===== config.mk =====
export PLATFORM = sky130hd
export DESIGN_NAME = fsg_access_guard
export DESIGN_NICKNAME = d
export VERILOG_FILES = /design/src/include/fsg_pkg.sv /design/src/rtl/fsg_access_guard.sv /design/src/rtl/fsg_lock_bits.sv /design/src/rtl/fsg_section_decode.sv
export SDC_FILE = /design/constraint.sdc
export NUM_CORES = 1
export LEC_CHECK = 0
export BUFFER_PORTS_ARGS = -buffer_cell sky130_fd_sc_hd__clkbuf_2
export CAP_MARGIN = 25
export CORE_ASPECT_RATIO = 2
export CORE_MARGIN = 2
export CORE_UTILIZATION = 55
export DETAILED_ROUTE_END_ITERATION = 8
export GPL_TIMING_DRIVEN = 0
export MAX_ROUTING_LAYER = met4
export PLACE_DENSITY = 0.89
export SLEW_MARGIN = 20
export SYNTH_ARGS = -nofsm -noshare
export SYNTH_HDL_FRONTEND = slang
export SYNTH_SLANG_ARGS = --single-unit

===== constraint.sdc =====
create_clock -name core_clk -period 9.3 [get_ports core_clk]
set_clock_uncertainty 0.2 [all_clocks]
set_input_delay 2.325 -clock core_clk [delete_from_list [all_inputs] [get_ports core_clk]]
set_output_delay 2.325 -clock core_clk [all_outputs]
set_load 0.02 [all_outputs]

===== src/include/fsg_pkg.sv =====
// Constants, states and helpers for the flash section access guard.
// Assumes a word-addressed program flash of ADDR_W bits behind a plain register port.
// Summary of operation
// Concurrent-read page program: CPU runs, halting section readable
// Halting-section page program: CPU stalled, nothing readable
// Concurrent-read section unreadable during any programming
// Classify by target page address, not fetch
// Busy flag reads one while section blocked
// Busy flag sticks until software clears it
// Software avoids concurrent-read section while programming
// Boot section lies wholly inside halting section
// Two independent lock pairs, four modes each
// Lock bits only programmed; chip erase unprograms
// General lock modes never gate load/store program
// App mode 1: no restrictions
// App mode 2: store refused, load allowed
// App mode 3: store refused, boot load refused
// App mode 4: boot load refused, store allowed
// App modes 3,4: mask interrupts in application
// Boot mode 1: no restrictions
// Boot modes 2,3: store into boot refused
// Boot modes 3,4: application load of boot refused
// Boot modes 3,4: mask interrupts in boot
// Store program honored only from boot code
// Refused store unchanged; refused load returns nothing
package fsg_pkg;
   // Register map, byte-free word offsets on the plain port
   localparam logic [3:0] FSG_REG_CTRL   = 4'h0; // Control/status: busy flag, operation active, busy clear
   localparam logic [3:0] FSG_REG_LOCK   = 4'h1; // Lock bits read-back and program
   localparam logic [3:0] FSG_REG_CONFIG = 4'h2; // Section limits and general lock
   localparam logic [3:0] FSG_REG_STATUS = 4'h3; // Live state
   // Control register fields
   localparam int FSG_CTRL_BUSY_BIT    = 6;
   localparam int FSG_CTRL_REENABLE_BIT = 4;
   localparam int FSG_CTRL_ERASE_BIT   = 0;
   // Lock field positions inside the lock register
   localparam int FSG_LOCK_APP_LOW  = 0;
   localparam int FSG_LOCK_APP_HIGH = 1;
   localparam int FSG_LOCK_BOOT_LOW = 2;
   localparam int FSG_LOCK_BOOT_HIGH = 3;
   // Reset values: all lock bits unprogrammed (one)
   localparam logic [3:0] FSG_LOCK_RESET = 4'hf;
   localparam logic [7:0] FSG_CTRL_RESET = 8'h00;
   // Erase/write time
   localparam int FSG_PROG_TIME_US = 4;
   localparam int FSG_CLK_MHZ      = 40;
   localparam int FSG_PROG_CYCLES  = FSG_PROG_TIME_US * FSG_CLK_MHZ;

   typedef enum logic [2:0] {
      FSG_IDLE    = 3'b001,
      FSG_CONCURR = 3'b010,
      FSG_HALT    = 3'b100
   } fsg_state_e;

   // Protection decode of one lock pair {high, low}
   function automatic logic fsg_store_refused(input logic [1:0] pair);
      fsg_store_refused = ~pair[0];          // Modes 2 and 3 have low bit programmed
   endfunction : fsg_store_refused

   function automatic logic fsg_load_refused(input logic [1:0] pair);
      fsg_load_refused = ~pair[1];           // Modes 3 and 4 have high bit programmed
   endfunction : fsg_load_refused
endpackage : fsg_pkg


===== src/rtl/fsg_access_guard.sv =====
// Flash section access guard: classifies self-programming, stalls the CPU,
// blocks reads and applies boot lock protection.
// Assumes the CPU gives one-cycle store/load requests and honours cpuStall.
`timescale 1ns/10ps
module fsg_access_guard
   import fsg_pkg::*;
#(
   parameter int ADDR_W      = 14,
   parameter int PROG_CYCLES = FSG_PROG_CYCLES
) (
   input  wire logic              core_clk,
   input  wire logic              resetn,
   // Register port
   input  wire logic [3:0]        regAddr,
   input  wire logic [7:0]        regWrData,
   input  wire logic              regWrite,
   input  wire logic              regRead,
   output logic      [7:0]        regRdData,
   // CPU side
   input  wire logic [ADDR_W-1:0] fetchAddr,
   input  wire logic              storeReq,
   input  wire logic              storeIsPage,
   input  wire logic [ADDR_W-1:0] zAddr,
   input  wire logic              loadReq,
   input  wire logic [ADDR_W-1:0] loadAddr,
   input  wire logic [7:0]        flashRdData,
   input  wire logic              vectorsInBoot,
   input  wire logic              chipErase,
   output logic                   cpuStall,
   output logic                   fetchBlocked,
   output logic                   irqMask,
   output logic      [7:0]        loadData,
   output logic                   loadValid,
   output logic                   loadRefused,
   output logic                   flashProgStart,
   output logic      [ADDR_W-1:0] flashProgAddr,
   output logic                   storeRefused
);
   // Limit writes shift by ADDR_W-5, so narrower flashes cannot be served
   if (ADDR_W < 5 || ADDR_W > 24) begin : gBadAddrW
      $error("ADDR_W out of range");
   end
   if (PROG_CYCLES < 1) begin : gBadProg
      $error("PROG_CYCLES must be positive");
   end

   localparam int CNT_W = $clog2(PROG_CYCLES + 1);

   fsg_state_e          state;
   fsg_state_e          next_state;
   logic [CNT_W-1:0]    progCount;
   logic                busyFlag;
   logic [ADDR_W-1:0]   haltStart;
   logic [ADDR_W-1:0]   bootStart;
   logic [1:0]          generalLock;
   logic [3:0]          lockBits;
   logic                lockStrobe;
   logic [3:0]          lockMask;
   logic                zHalting;
   logic                zBoot;
   logic                fHalting;
   logic                fBoot;
   logic                lHalting;
   logic                lBoot;
   logic                storeOk;
   logic                loadOk;
   logic                storeProtected;
   logic                loadProtected;
   logic                pageDone;
   logic                reenableWrite;

   fsg_section_decode #(.ADDR_W(ADDR_W)) uZDecode (
      .addr      (zAddr),
      .haltStart (haltStart),
      .bootStart (bootStart),
      .inHalting (zHalting),
      .inBoot    (zBoot)
   );

   fsg_section_decode #(.ADDR_W(ADDR_W)) uFetchDecode (
      .addr      (fetchAddr),
      .haltStart (haltStart),
      .bootStart (bootStart),
      .inHalting (fHalting),
      .inBoot    (fBoot)
   );

   fsg_section_decode #(.ADDR_W(ADDR_W)) uLoadDecode (
      .addr      (loadAddr),
      .haltStart (haltStart),
      .bootStart (bootStart),
      .inHalting (lHalting),
      .inBoot    (lBoot)
   );

   fsg_lock_bits uLocks (
      .core_clk      (core_clk),
      .resetn        (resetn),
      .programStrobe (lockStrobe),
      .programMask   (lockMask),
      .chipErase     (chipErase),
      .lockBits      (lockBits)
   );

   // Software lock programming through the lock register; writing a zero programs a bit
   always_comb begin
      lockStrobe = regWrite && (regAddr == FSG_REG_LOCK);
      lockMask   = ~regWrData[3:0];
   end

   // Protection decision; the general lock is deliberately not consulted
   always_comb begin
      storeProtected = zBoot ? fsg_store_refused(lockBits[FSG_LOCK_BOOT_HIGH:FSG_LOCK_BOOT_LOW])
                             : fsg_store_refused(lockBits[FSG_LOCK_APP_HIGH:FSG_LOCK_APP_LOW]);

      loadProtected  = 1'b0;
      if (fBoot && !lBoot) begin
         loadProtected = fsg_load_refused(lockBits[FSG_LOCK_APP_HIGH:FSG_LOCK_APP_LOW]);
      end else if (!fBoot && lBoot) begin
         loadProtected = fsg_load_refused(lockBits[FSG_LOCK_BOOT_HIGH:FSG_LOCK_BOOT_LOW]);
      end
      // Only boot code may start programming, and never while another page is busy
      storeOk = storeReq && fBoot && !storeProtected && (state == FSG_IDLE);
      // Concurrent-read section stays dark while busy
      // Nothing is readable while a halting page is programmed
      loadOk  = loadReq && (state != FSG_HALT) && !(busyFlag && !lHalting)
                && !loadProtected;
   end

   // Page operation lifecycle, classified by the Z target page
   always_comb begin
      next_state = state;
      pageDone   = (progCount == CNT_W'(1));
      unique case (state)
         FSG_IDLE: begin
            if (storeOk && storeIsPage) begin
               next_state = zHalting ? FSG_HALT : FSG_CONCURR;
            end
         end
         FSG_CONCURR: begin
            if (pageDone) begin
               next_state = FSG_IDLE;
            end
         end
         FSG_HALT: begin
            if (pageDone) begin
               next_state = FSG_IDLE;
            end
         end
      endcase
   end

   always_ff @(posedge core_clk or negedge resetn) begin
      if (!resetn) begin
         state <= FSG_IDLE;
      end else begin
         state <= next_state;
      end
   end

   // Programming timer
   always_ff @(posedge core_clk or negedge resetn) begin
      if (!resetn) begin
         progCount <= '0;
      end else if (state == FSG_IDLE && next_state != FSG_IDLE) begin
         progCount <= CNT_W'(PROG_CYCLES);
      end else if (progCount != '0) begin
         progCount <= progCount - CNT_W'(1);
      end
   end

   // Busy flag: set by any page start, held after completion until software clears it
   always_comb begin
      reenableWrite = regWrite && (regAddr == FSG_REG_CTRL) && regWrData[FSG_CTRL_REENABLE_BIT]
                      && (state == FSG_IDLE);
   end

   always_ff @(posedge core_clk or negedge resetn) begin
      if (!resetn) begin
         busyFlag <= 1'b0;
      end else if (state == FSG_IDLE && next_state != FSG_IDLE) begin
         busyFlag <= 1'b1;
      end else if (reenableWrite) begin
         busyFlag <= 1'b0;
      end
   end

   // Section limits and general lock; general lock only reported, never gating
   always_ff @(posedge core_clk or negedge resetn) begin
      if (!resetn) begin
         haltStart   <= ADDR_W'(1) << (ADDR_W - 2);
         bootStart   <= ADDR_W'(3) << (ADDR_W - 2);
         generalLock <= 2'h3;
      end else if (regWrite && regAddr == FSG_REG_CONFIG) begin
         generalLock <= regWrData[1:0];
         if (regWrData[7]) begin
            haltStart <= ADDR_W'(regWrData[6:2]) << (ADDR_W - 5);
         end else begin
            bootStart <= ADDR_W'(regWrData[6:2]) << (ADDR_W - 5);
         end
      end
   end

   // CPU stall and fetch blocking
   always_ff @(posedge core_clk or negedge resetn) begin
      if (!resetn) begin
         cpuStall     <= 1'b0;
         fetchBlocked <= 1'b0;
      end else begin
         cpuStall     <= (next_state == FSG_HALT);
         // Halting fetches pass during concurrent programming
         fetchBlocked <= (next_state == FSG_HALT)
                         || ((busyFlag || next_state == FSG_CONCURR) && !fHalting);
      end
   end

   // Interrupt masking by section and vector placement
   always_ff @(posedge core_clk or negedge resetn) begin
      if (!resetn) begin
         irqMask <= 1'b0;
      end else begin
         irqMask <= (vectorsInBoot && !fBoot
                     && fsg_load_refused(lockBits[FSG_LOCK_APP_HIGH:FSG_LOCK_APP_LOW]))
                 || (!vectorsInBoot && fBoot
                     && fsg_load_refused(lockBits[FSG_LOCK_BOOT_HIGH:FSG_LOCK_BOOT_LOW]));
      end
   end

   // Load-program answer; refused loads return zero
   always_ff @(posedge core_clk or negedge resetn) begin
      if (!resetn) begin
         loadData    <= 8'h00;
         loadValid   <= 1'b0;
         loadRefused <= 1'b0;
      end else begin
         loadValid   <= loadReq;
         loadRefused <= loadReq && !loadOk;
         loadData    <= loadOk ? flashRdData : 8'h00;
      end
   end

   // Store-program hand-off to the flash engine
   always_ff @(posedge core_clk or negedge resetn) begin
      if (!resetn) begin
         flashProgStart <= 1'b0;
         flashProgAddr  <= '0;
         storeRefused   <= 1'b0;
      end else begin
         flashProgStart <= storeOk;
         storeRefused   <= storeReq && !storeOk;
         if (storeOk) begin
            flashProgAddr <= zAddr;
         end
      end
   end

   // Register read port, data in the cycle after the strobe
   always_ff @(posedge core_clk or negedge resetn) begin
      if (!resetn) begin
         regRdData <= 8'h00;
      end else if (regRead) begin
         unique case (regAddr)
            FSG_REG_CTRL:   regRdData <= {1'b0, busyFlag, 5'h00, (state != FSG_IDLE)};
            FSG_REG_LOCK:   regRdData <= {4'h0, lockBits};
            FSG_REG_CONFIG: regRdData <= {6'h00, generalLock};
            FSG_REG_STATUS: regRdData <= {5'h00, state};
            default:        regRdData <= 8'h00;
         endcase
      end else begin
         regRdData <= 8'h00;
      end
   end
endmodule : fsg_access_guard


===== src/rtl/fsg_lock_bits.sv =====
// Boot lock bit store: bits only go from one to zero under software or
// programmer control; a chip erase returns them all to one.
// Assumes the programmer strobes come from logic on core_clk.
`timescale 1ns/10ps
module fsg_lock_bits
   import fsg_pkg::*;
(
   input  wire logic       core_clk,
   input  wire logic       resetn,
   input  wire logic       programStrobe,
   input  wire logic [3:0] programMask,
   input  wire logic       chipErase,
   output logic      [3:0] lockBits
);
   // Programming clears bits only, so a lock cannot be loosened by software
   always_ff @(posedge core_clk or negedge resetn) begin
      if (!resetn) begin
         lockBits <= FSG_LOCK_RESET;
      end else if (chipErase) begin
         lockBits <= FSG_LOCK_RESET;
      end else if (programStrobe) begin
         lockBits <= lockBits & ~programMask;
      end
   end
endmodule : fsg_lock_bits


===== src/rtl/fsg_section_decode.sv =====
// Combinational section classifier for one word address.
// Assumes boot start lies at or above the halting-section start.
`timescale 1ns/10ps
module fsg_section_decode
   import fsg_pkg::*;
#(
   parameter int ADDR_W = 14
) (
   input  wire logic [ADDR_W-1:0] addr,
   input  wire logic [ADDR_W-1:0] haltStart,
   input  wire logic [ADDR_W-1:0] bootStart,
   output logic                   inHalting,
   output logic                   inBoot
);
   // Boot is clamped into the halting section so boot code stays fetchable
   always_comb begin
      inHalting = (addr >= haltStart);
      inBoot    = (addr >= bootStart) && inHalting;
   end
endmodule : fsg_section_decode


==> results of run 1 <==
per-stage QoR:
step / instance area (µm²) / std cells
after floorplan: 3378 / 312
after global placement: 3968 / 477
after detailed placement: 3998 / 478
after CTS: 4267 / 494
after global routing: 4267 / 494
final: 4267 / 494
worst max-delay path, delay by kind of cell:
| family | cells | cell delay (ps) |
|---|---|---|
| compound gates | 2 | 750 |
| buf+inv | 2 | 330 |
| mux | 1 | 340 |
| simple gates | 3 | 1410 |
cell usage after synthesis (2+ instances only):
| cell type | n | area, µm² |
|---|---|---|
| or2_2 | 2 | 12.51 |
| a211oi_2 | 2 | 25.02 |
| or3_1 | 3 | 18.77 |
| a211oi_1 | 2 | 15.01 |
| nor3b_1 | 3 | 22.52 |
| xnor2_1 | 3 | 26.28 |
| nand2b_1 | 5 | 31.28 |
| buf_6 | 2 | 22.52 |
| nand3_1 | 7 | 35.03 |
| mux2_2 | 22 | 247.7 |
| nor3_1 | 9 | 45.04 |
| o31ai_1 | 4 | 30.03 |
| ha_1 | 32 | 400.4 |
| o21ai_0 | 14 | 70.07 |
| nor4_1 | 4 | 25.02 |
| inv_1 | 21 | 78.83 |
| a21oi_1 | 14 | 70.07 |
| and3_1 | 2 | 12.51 |
| nor2b_1 | 5 | 31.28 |
| dfrtp_1 | 52 | 1301 |
| nand3b_1 | 2 | 15.01 |
| nand2_1 | 24 | 90.09 |
| a21o_1 | 6 | 45.04 |
| nand4b_1 | 2 | 17.52 |
| nor2_1 | 18 | 67.56 |
| and2_1 | 9 | 56.30 |
| dfstp_2 | 10 | 262.8 |
| buf_4 | 3 | 22.52 |
| clkbuf_1 | 3 | 11.26 |
cell usage in the layout, fill, tap and decap left out, drive strengths merged, types with 4 or more instances in the layout:
master,count
a211oi,4
a21o,6
a21oi,14
and2,9
buf,6
clkbuf,117
dfrtp,52
dfstp,10
ha,32
inv,21
mux2,22
nand2,24
nand2b,5
nand3,7
nor2,18
nor2b,6
nor3,9
nor4,5
o21ai,14
o31ai,4
path summary, 6_finish.rpt:
path,slack [ps],startpoint,cells after the start,end
max in group asynchronous,6680,resetn,2,bootStart[12]
worst max-delay path,4150,zAddr[4],8,flashProgAddr[6]
worst min register to register,260,generalLock[0],2,generalLock[0]
min in group asynchronous,1660,resetn,1,loadData[2]
worst max register to register,5800,haltStart[12],9,flashProgAddr[6]
worst min-delay path,260,generalLock[0],2,generalLock[0]
logic make-up (layout without fill, tap and decap cells):
| family | after synthesis | count (layout) | synth area share, % |
|---|---|---|---|
| compound gates | 55 | 55 | 11.17 |
| xor+xnor | 4 | 4 | 1.040 |
| fa+ha+maj | 32 | 32 | 11.88 |
| buf+inv | 29 | 148 | 4.009 |
| flops | 62 | 62 | 46.40 |
| mux | 24 | 24 | 8.315 |
| other cells | 1 | 3 | 0.1113 |
| simple gates | 103 | 103 | 17.07 |
cell type report:
cell class / count / area (µm²)
clock buffers: 12 / 246.5
plain buffers: 8 / 56.30
clock inverters: 4 / 22.52
repair buffers: 103 / 540.5
well taps: 63 / 78.83
flip-flops and latches: 62 / 1564
multi-input cells: 221 / 1679
fillers: 458 / 1689
inverters: 21 / 78.83
flip-flops by register name (all words and copies together), names as in the netlist:
signal,flops
bootStart,5
busyFlag,1
cpuStall,1
fetchBlocked,1
flashProgAddr,14
flashProgStart,1
generalLock,2
haltStart,5
irqMask,1
loadData,8
loadRefused,1
loadValid,1
progCount,8
regRdData,5
state,3
storeRefused,1
uLocks.lockBits,4
power by group through the flow:
stage               logic (W)  registers [W]  clock network (W)
CTS                  0.000144       0.000295           0.000304
finish               0.000145       0.000295           0.000299
detailed placement   0.000143       0.000299                  0
floorplan           0.0000863       0.000301                  0
global placement     0.000131       0.000299                  0
global route         0.000163       0.000296           0.000316
layer usage:
layer | track usage, % | vias up
met5 | - | -
met4 | 16.21 | 0
met3 | 5.424 | 26
met2 | 47.25 | 70
met1 | 25.32 | 1381
li1 | - | 1336
==> results.md, run 1 <==
* Flops & latches, synth at 62
* Root Driver: clkbuf_16
* Per-cell routed wire length at 16.34 µm
* P per Cell Area at 173.0 nW/µm²
* Site row count at 40
* Clock Path Buffers at 2
* Fin nets at 529
* RSZ-0062 raised after global routing: false
* TritonCTS Buffers at 9
* Max-Slew Margin vs Limit at 52.24%
* Setup TNS at 0 ps
* Final Hold Slack at 259.1 ps
* Switching share of power at 27.33%
* DR iter-0 viols at 83
* Cell-internal power at 0.0005365 W
* IO Count at 108
* PnR Total Power at 0.0007383 W
* Post-Route Utilization at 71.64%
* Layout cell share with drive strength beyond 1 at 38.52%
* Synth cell types at 54
* Status: completed
* Post CTS Setup Buffer Count at 0
* Worst skew pair latency at 330 ps
* Starting Density at 56.60%
* Area grow syn2layout at 26.58%
* Hold_buf cts at 0
* Post-route clock period utilization at 55.39%
* Worst path cell trace: clkbuf_2, or4_4, nor4_4, a311oi_1, or4b_4, a211oi_2, buf_6, mux2_2
* CP Capture Type: register
* Final worst slack at 4149 ps
* VDD IR max at 0.0001540 V
* P_leak at 2.215 nW
* Htree depth at 3
* P_sw at 0.0002018 W
* First-pass GRT wire length at 13,030 µm
* Flop pwr share at 40.0%
* IO Port Bufs at 102
* Worst endpoint required time at 9310 ps
* Routed wl met2 at 4697 µm
* Type of the worst min-delay path: register to register
* Post-DR vias/cell at 5.694
* Top routing layer in use: met4
* Worst path slowest cell: a211oi_2
* Mean Syn Cell Area at 10.87 µm²
* Tot GR Track Use at 26.80%
* Share of power burned in combinational logic at 19.6%
* Synth Flop Type: dfrtp_1
* Cell area after synthesis at 3371 µm²
* CTS tree: built
* Routed WL at 8072 µm
* Core box area at 5956 µm²
* Die W at 59.36 µm
* Chip height at 114.7 µm
* Worst Max-Slew Pin Slew at 698.3 ps
* DRC Markers at 0
* Syn Inst Count at 310
* CTS sink count at 62
* Crit path max fanout at 10
* Total die area at 6809 µm²
* DPL Wire Length at 6429 µm
* Wire length on met3 at 296 µm
* Post-CTS sizing at 0
* Synth warn at 0
* Routability Congestion at 0.8320
* Maximum clock frequency at 194.1 MHz
* Final min period at 5151 ps
* Final hold viol count at 0
* Post-DRT Antenna Nets at 0
* Sequential share of the synthesized area at 46.40%
* 1st-pass router iterations at 5
* CP arrival at 5160 ps
* Crit Path Category: input port to register
* Clock power frac at 40.4%
* Worst setup SP type: input port
* Initial antenna violation count at 0
* Worst-path clk slew at 50 ps
* Largest net degree at the start of global routing at 53
* Max Transition Viols Final at 0
* DRT met1 WL at 2760 µm
* Pre-CTS WS at 3780 ps
* Final setup fails at 0
* ANT cells at 0
* Synth async-reset ratio at 100.0%
* Vias in the first global route at 2,914
* Post-synth EDFFs at 0
* Grt total ovfl at 0
* CP max stage delay at 580 ps
* Max-Cap Viols at 0
* Via count at 2,813
No activity file was read; power rests on OpenSTA's default activity.
==> run 2: changes to the inputs <==
Settings changed: ABC_AREA from default to 1, CORE_UTILIZATION 55 to 47, PLACE_DENSITY 0.89 to 0.81.
Clock period 9.3 ns to 4.4 ns, I/O delays scaled along.
==> run 2 against run 1 <==
  * Sequential power is 110% higher
  * Largest power group unchanged
  * Synthesized cell count grew 48%
  * Non-clock buffer count up 2
==> results.md, run 2 <==
* Share of power burned in combinational logic at 20.7%
* Placed inst area at 4308 µm²
* VDD IR max at 0.0002114 V
* Fillers at 650
* CP Capture Type: register
* Worst setup SP type: input port
* Switching share of power at 28.48%
* Final min period at 2855 ps
* Routability Congestion at 0.9562
* Most common library cells after synthesis: nand2_1 (124), inv_1 (78), dfrtp_1 (52)
* Critical Path End: fetchBlocked
* Synth warn at 0
* FF-to-FF path depth at 16
* Area grow syn2layout at 26.28%
* Complex-gate fraction of the synthesized area at 6.752%
* Type of the worst min-delay path: register to register
* Post CTS Setup Buffer Count at 0
* Hold_buf cts at 0
* Tot GR Track Use at 23.71%
* Routed WL at 8950 µm
* Maximum clock frequency at 350.2 MHz
* IO Count at 108
* Fin area at 4587 µm²
* TritonCTS Buffers at 9
* Post-DRT Antenna Nets at 0
* Post-CTS sizing at 0
* Worst endpoint required time at 4460 ps
* Synth async-reset ratio at 100.0%
* Largest registers: flashProgAddr: 14 flops, loadData: 8 flops, progCount: 8 flops
* Starting Density at 48.14%
* Worst path slowest cell: ha_1
* CP arrival at 2920 ps
* Largest area contributor in the netlist: dfrtp_1
* Worst skew pair latency at 320 ps
* Core box area at 7545 µm²
* Clock Path Buffers at 2
* PnR Total Power at 0.001599 W
* Pre-CTS WS at 1223 ps
* Flop pwr share at 39.1%
* Top-area cell type share of the netlist area at 35.83%
* Final setup fails at 0
* WP buf/inv at 2
* ANT cells at 0
* Grt total ovfl at 0
* Worst path cell trace: clkbuf_2, ha_1, nand2_1, inv_1, nand2_1, nand2_1, nor2_1, nand2_2, nand2_4, nor2_8, nand4_1, nand2_1, a21oi_2, nand3_1, nand2_1, nand2_1, nand2_1
* First-pass GRT wire length at 15,010 µm
* RSZ-0062 raised after global routing: false
* Post-DR vias/cell at 4.938
* Vias in the first global route at 3,418
* Crit path from: fetchAddr[13]
* WP depth at 17
* Delay-heaviest family, CP: simple AND/OR/NAND/NOR gates
* Sequential share of the synthesized area at 43.06%
* Worst reg2reg setup slack at 1800 ps
* Cell area after synthesis at 3632 µm²
* Adder-Cell Fraction of Synth Area at 11.02%
* CTS sink count at 62
* Worst-path clk slew at 50 ps
* Largest reg by FF count: flashProgAddr
* DPL Wire Length at 7129 µm
* IO Port Bufs at 104
* Fin nets at 681
* Max-Cap Viols at 0
* Max Transition Viols Final at 0
* Synth Flop Type: dfrtp_1
* Post-route clock period utilization at 64.89%
* Count leader, synth: nand2_1
* Clock power frac at 40.2%
* Final worst slack at 1545 ps
* 1st-pass router iterations at 4
* Synth cell types at 38
* Mean Syn Cell Area at 7.896 µm²
* Largest register FFs at 14
* Largest family of logic cells by synthesized area: simple AND/OR/NAND/NOR gates
* Post-Synth XOR/XNOR Area at 0.4823%
* Final hold viol count at 0
* Worst R2R End: fetchBlocked
* P per Cell Area at 348.5 nW/µm²
* Cell-internal power at 0.001143 W
* Simple-Gate Fraction of Synth Area at 28.69%
* Layout cell share with drive strength beyond 1 at 27.44%
* Die W at 66.16 µm
* Flops & latches, synth at 62
* Top cells by area, synth: dfrtp_1 (36%), nand2_1 (13%), ha_1 (11%)
* CP max stage delay at 300 ps
* Mux contribution to synthesized area at 0%
* Largest net degree at the start of global routing at 56
* Htree depth at 3
* P_leak at 2.606 nW
* P_sw at 0.0004553 W
* Crit Path Category: input port to register
* Crit path max fanout at 4
* CTS tree: built
* DR iter-0 viols at 206
* Via count at 3,343
* Most frequent cells in the layout: nand2_1 (124), clkbuf_2 (103), inv_1 (78)
* Worst r2r src: bootStart[13]
* Total die area at 8490 µm²
* Syn Inst Count at 460
* Site row count at 45
* Per-cell routed wire length at 13.22 µm
* DRC Markers at 0
* Setup TNS at 0 ps
* Status: completed
* Chip height at 128.3 µm
* Post-synth EDFFs at 0
* Initial antenna violation count at 0
* Commonest non-fill, non-tap cell in the layout: nand2_1
* Root Driver: clkbuf_16
* Hold depth at 2
* Top cell by count, worst path: nand2_1
[run 2: cell count changes after synthesis, sizes merged, moves of 4 or more]
cell | previous run | this run
nor3 | 9 | 17
nand2 | 24 | 133
a21o | 6 | 0
inv | 21 | 81
a211oi | 4 | 0
and2 | 9 | 0
nor2b | 6 | 0
mux2 | 22 | 0
nor2 | 18 | 48
o21ai | 14 | 25
nand3 | 7 | 17
nand2b | 5 | 0
[run 2: cell families (layout without fill, tap and decap cells)]
logic type      count (synthesis)  count (layout)
compound gates                 44              44
fa+ha+maj                      32              32
xor+xnor                        2               2
buf+inv                        89             210
flops                          62              62
other cells                     1               3
simple gates                  230             230
[run 2: worst register-to-register path, stage by stage, from the launching register on]
cell	delay, ps
dfstp_2	520
inv_1	100
ha_1	350
nand2_1	80
nor3_1	200
nor2_1	70
nand2_1	100
nand2_1	70
nand2_2	60
nand2_2	70
nand4_1	110
nand2_1	80
a21oi_2	240
nand3_1	110
nand2_1	70
nand2_1	60
nand2_1	60
[run 2: power by group through the flow]
stage / combinational, W / sequential [W] / clock (W)
floorplan: 0.000200 / 0.000641 / 0
finish: 0.000331 / 0.000626 / 0.000642
CTS: 0.000333 / 0.000626 / 0.000662
global route: 0.000378 / 0.000630 / 0.000686
global placement: 0.000314 / 0.000634 / 0
detailed placement: 0.000331 / 0.000634 / 0
[run 2: how the worst min path moves through the flow]
stage,slack (ps),start,end
2_1_floorplan,250,generalLock[0],generalLock[0]
3_3_place_gp,260,flashProgAddr[12],flashProgAddr[12]
3_5_place_dp,270,flashProgAddr[6],flashProgAddr[6]
4_1_cts,280,generalLock[1],generalLock[1]
5_1_grt,300,haltStart[11],haltStart[11]
6_report,280,generalLock[0],generalLock[0]
[run 2: metal layers]
| metal | global-route usage, % | vias up | part of all wire [%] |
|---|---|---|---|
| met1 | 24.50 | 1549 | 37 |
| li1 | - | 1680 | - |
| met4 | 8.283 | 0 | 1.6 |
| met5 | - | - | 0 |
| met2 | 43.24 | 101 | 56 |
| met3 | 4.653 | 13 | 4.4 |
[run 2: layout make-up]
class	count	area, µm²	area share [%]
Clock buffer	13	260.3	5.674
Multi-Input combinational cell	311	1717	37.43
Timing Repair Buffer	105	550.5	12.00
Inverter	81	306.5	6.683
Sequential cell	62	1564	34.10
Tap cell	94	117.6	2.564
Clock inverter	3	18.77	0.4092
Buffer	8	52.55	1.146
[run 2: metrics by stage]
stage / utilization (%) / hold slack, ps / cells
4_1_cts: 60.80 / 279.7 / 677
2_1_floorplan: - / 247.4 / 462
3_3_place_gp: 56.70 / 260.4 / 660
5_1_grt: 60.80 / 296.3 / 677
6_report: 60.80 / 278.3 / 677
3_5_place_dp: 57.10 / 268.3 / 661
==> run 3: changes to the inputs <==
Settings changed: ABC_AREA 1 to 0, CORE_UTILIZATION 47 to 46, PLACE_DENSITY 0.81 to 0.8.
Clock period 4.4 ns to 2.59 ns, I/O delays scaled along.
==> run 3 against run 2 <==
  * The run now ends with negative setup slack left
  * Utilization increased by 4.4 points
  * Sequential share of layout area fell by 0.57 points
  * Sequential cell count unchanged
  * Non-clock buffer count increased by 10
  * Clock-buffer cell count is 4 lower
  * Worst hold slack worse by 12 ps
  * Clock power up 82%
  * Power rose by 78%
  * Critical path depth is 9 lower
  * Combinational power is 85% higher
  * Worst setup slack worse by 2200 ps
  * Die area shrank 4.9%
  * Critical path type unchanged
==> results.md, run 3 (synthesis gave the netlist of run 1 again) <==
* Core box area at 7157 µm²
* PnR Total Power at 0.002846 W
* Largest net degree at the start of global routing at 51
* VDD IR max at 0.0005161 V
* Worst setup SP type: input port
* CP arrival at 3220 ps
* Most frequent cells in the layout: clkbuf_2 (100), dfrtp_1 (52), ha_1 (31)
* Largest register FFs at 14
* Wire length on met3 at 428 µm
* Chip height at 125.1 µm
* Htree depth at 3
* First-pass GRT wire length at 12,540 µm
* DRC Markers at 0
* Grt total ovfl at 0
* CP Capture Type: register
* Top routing layer in use: met4
* Worst path slowest cell: or4b_4
* Starting Density at 47.10%
* Max Transition Viols Final at 0
* Register Area at 1564 µm²
* CTS tree: built
* Worst skew pair latency at 320 ps
* Fillers at 565
* Via count at 2,797
* Area grow syn2layout at 38.38%
* Site row count at 44
* Largest reg by FF count: flashProgAddr
* Root Driver: clkbuf_16
* Violated checks: negative setup slack
* CP max stage delay at 600 ps
* Post-route clock period utilization at 124.0%
* Die W at 64.53 µm
* ANT cells at 0
* Fin area at 4664 µm²
* IO Port Bufs at 102
* Worst-path clk slew at 50 ps
* Layout cell share with drive strength beyond 1 at 45.37%
* Max-Slew Margin vs Limit at 62.01%
* Tot GR Track Use at 20.46%
* DPL Wire Length at 5547 µm
* CTS sink count at 62
* Final worst slack at -622.6 ps
* Crit path max fanout at 10
* P per Cell Area at 610.2 nW/µm²
* Post-Route Utilization at 65.17%
* IO Count at 108
* Final setup fails at 29
* Worst Max-Slew Pin Slew at 568.6 ps
* Fin nets at 541
* Clock Path Buffers at 2
* Final hold viol count at 0
* Status: finished, violations left
* TritonCTS Buffers at 9
* Commonest non-fill, non-tap cell in the layout: clkbuf_2
* Initial antenna violation count at 0
* Worst path cell trace: buf_6, or4_4, nor4_4, a311oi_2, or4b_4, a211oi_4, buf_6, mux2_2
* Footprint of the multi-input gates at 1876 µm²
* Max-Cap Viols at 0
* Placed inst area at 4073 µm²
* RSZ-0062 raised after global routing: true
* Routed WL at 7969 µm
* Worst endpoint required time at 2590 ps
* Routability Congestion at 0.7566
* Maximum clock frequency at 311.3 MHz
* Type of the worst min-delay path: input port to register
* Post-DRT Antenna Nets at 0
* Largest registers: flashProgAddr: 14 flops, loadData: 8 flops, progCount: 8 flops
* DRT met1 WL at 3280 µm
* Routed wl met2 at 4119 µm
* Vias in the first global route at 2,741
* 1st-pass router iterations at 4
* Crit Path Category: input port to register
* P_leak at 2.355 nW
* DR iter-0 viols at 139
* Post-DR vias/cell at 5.228
* Top cell by count, worst path: buf_6
* Final min period at 3213 ps
* Total die area at 8070 µm²
* Per-cell routed wire length at 14.90 µm
[run 3: final timing paths]
path / startpoint / endpoint / slack (ps) / depth (start not counted)
max in group asynchronous: resetn / uLocks.lockBits[1] / 1090 / 3
worst min register to register: generalLock[0] / generalLock[0] / 270 / 2
worst max register to register: haltStart[12] / flashProgAddr[7] / -540 / 9
worst min-delay path: loadReq / loadValid / 270 / 1
min in group asynchronous: resetn / progCount[5] / 550 / 2
worst max-delay path: zAddr[4] / flashProgAddr[7] / -620 / 8
[run 3: final cells by class]
type,instances,area share [%]
tap,92,2.468
timing repair buffer,115,14.48
inverter,21,1.690
sequential,62,33.53
clock buffer,9,4.828
buffer,8,1.207
multi-input combinational,221,40.21
clock inverter,7,1.583
[run 3: critical path: cells and delay by family]
family	cells	cell delay, ps
AOI/OAI and AO/OA	2	460
buffers and inverters	2	290
and+or+nand+nor	3	1470
muxes	1	340
[run 3: stage by stage]
step                      setup TNS [ps]  hold WS [ps]  cells  worst slack (ps)
after global routing              -16260         263.9    535            -692.8
after global placement            -28810         248.2    506             -1030
after CTS                         -13770         250.5    530            -599.6
after detailed placement          -29070         255.3    507             -1063
after floorplan                   -15970         151.9    312            -740.6
final                             -14050         266.5    535            -622.6
[run 3: power breakdown]
part	internal [W]	switching [W]
clock network	0.000746	0.000425
registers	0.00103	0.0000287
logic	0.000270	0.000343
total	0.00205	0.000797
[run 3: what timing repair did]
item | CTS | global route
endpoints found under the hold margin | 12 | 0
resized for setup | 19 | 25
hold buffers | 1 | 0
setup endpoints to repair | 38 | 39
setup buffers | 6 | 4
pin swaps | 1 | 4
cloned | 0 | 1
[run 3: per-layer routing]
layer | vias to the layer above | global-route usage, %
met2 | 108 | 33.70
met1 | 1320 | 24.48
met4 | 0 | 8.135
li1 | 1357 | -
met5 | - | -
met3 | 12 | 3.777
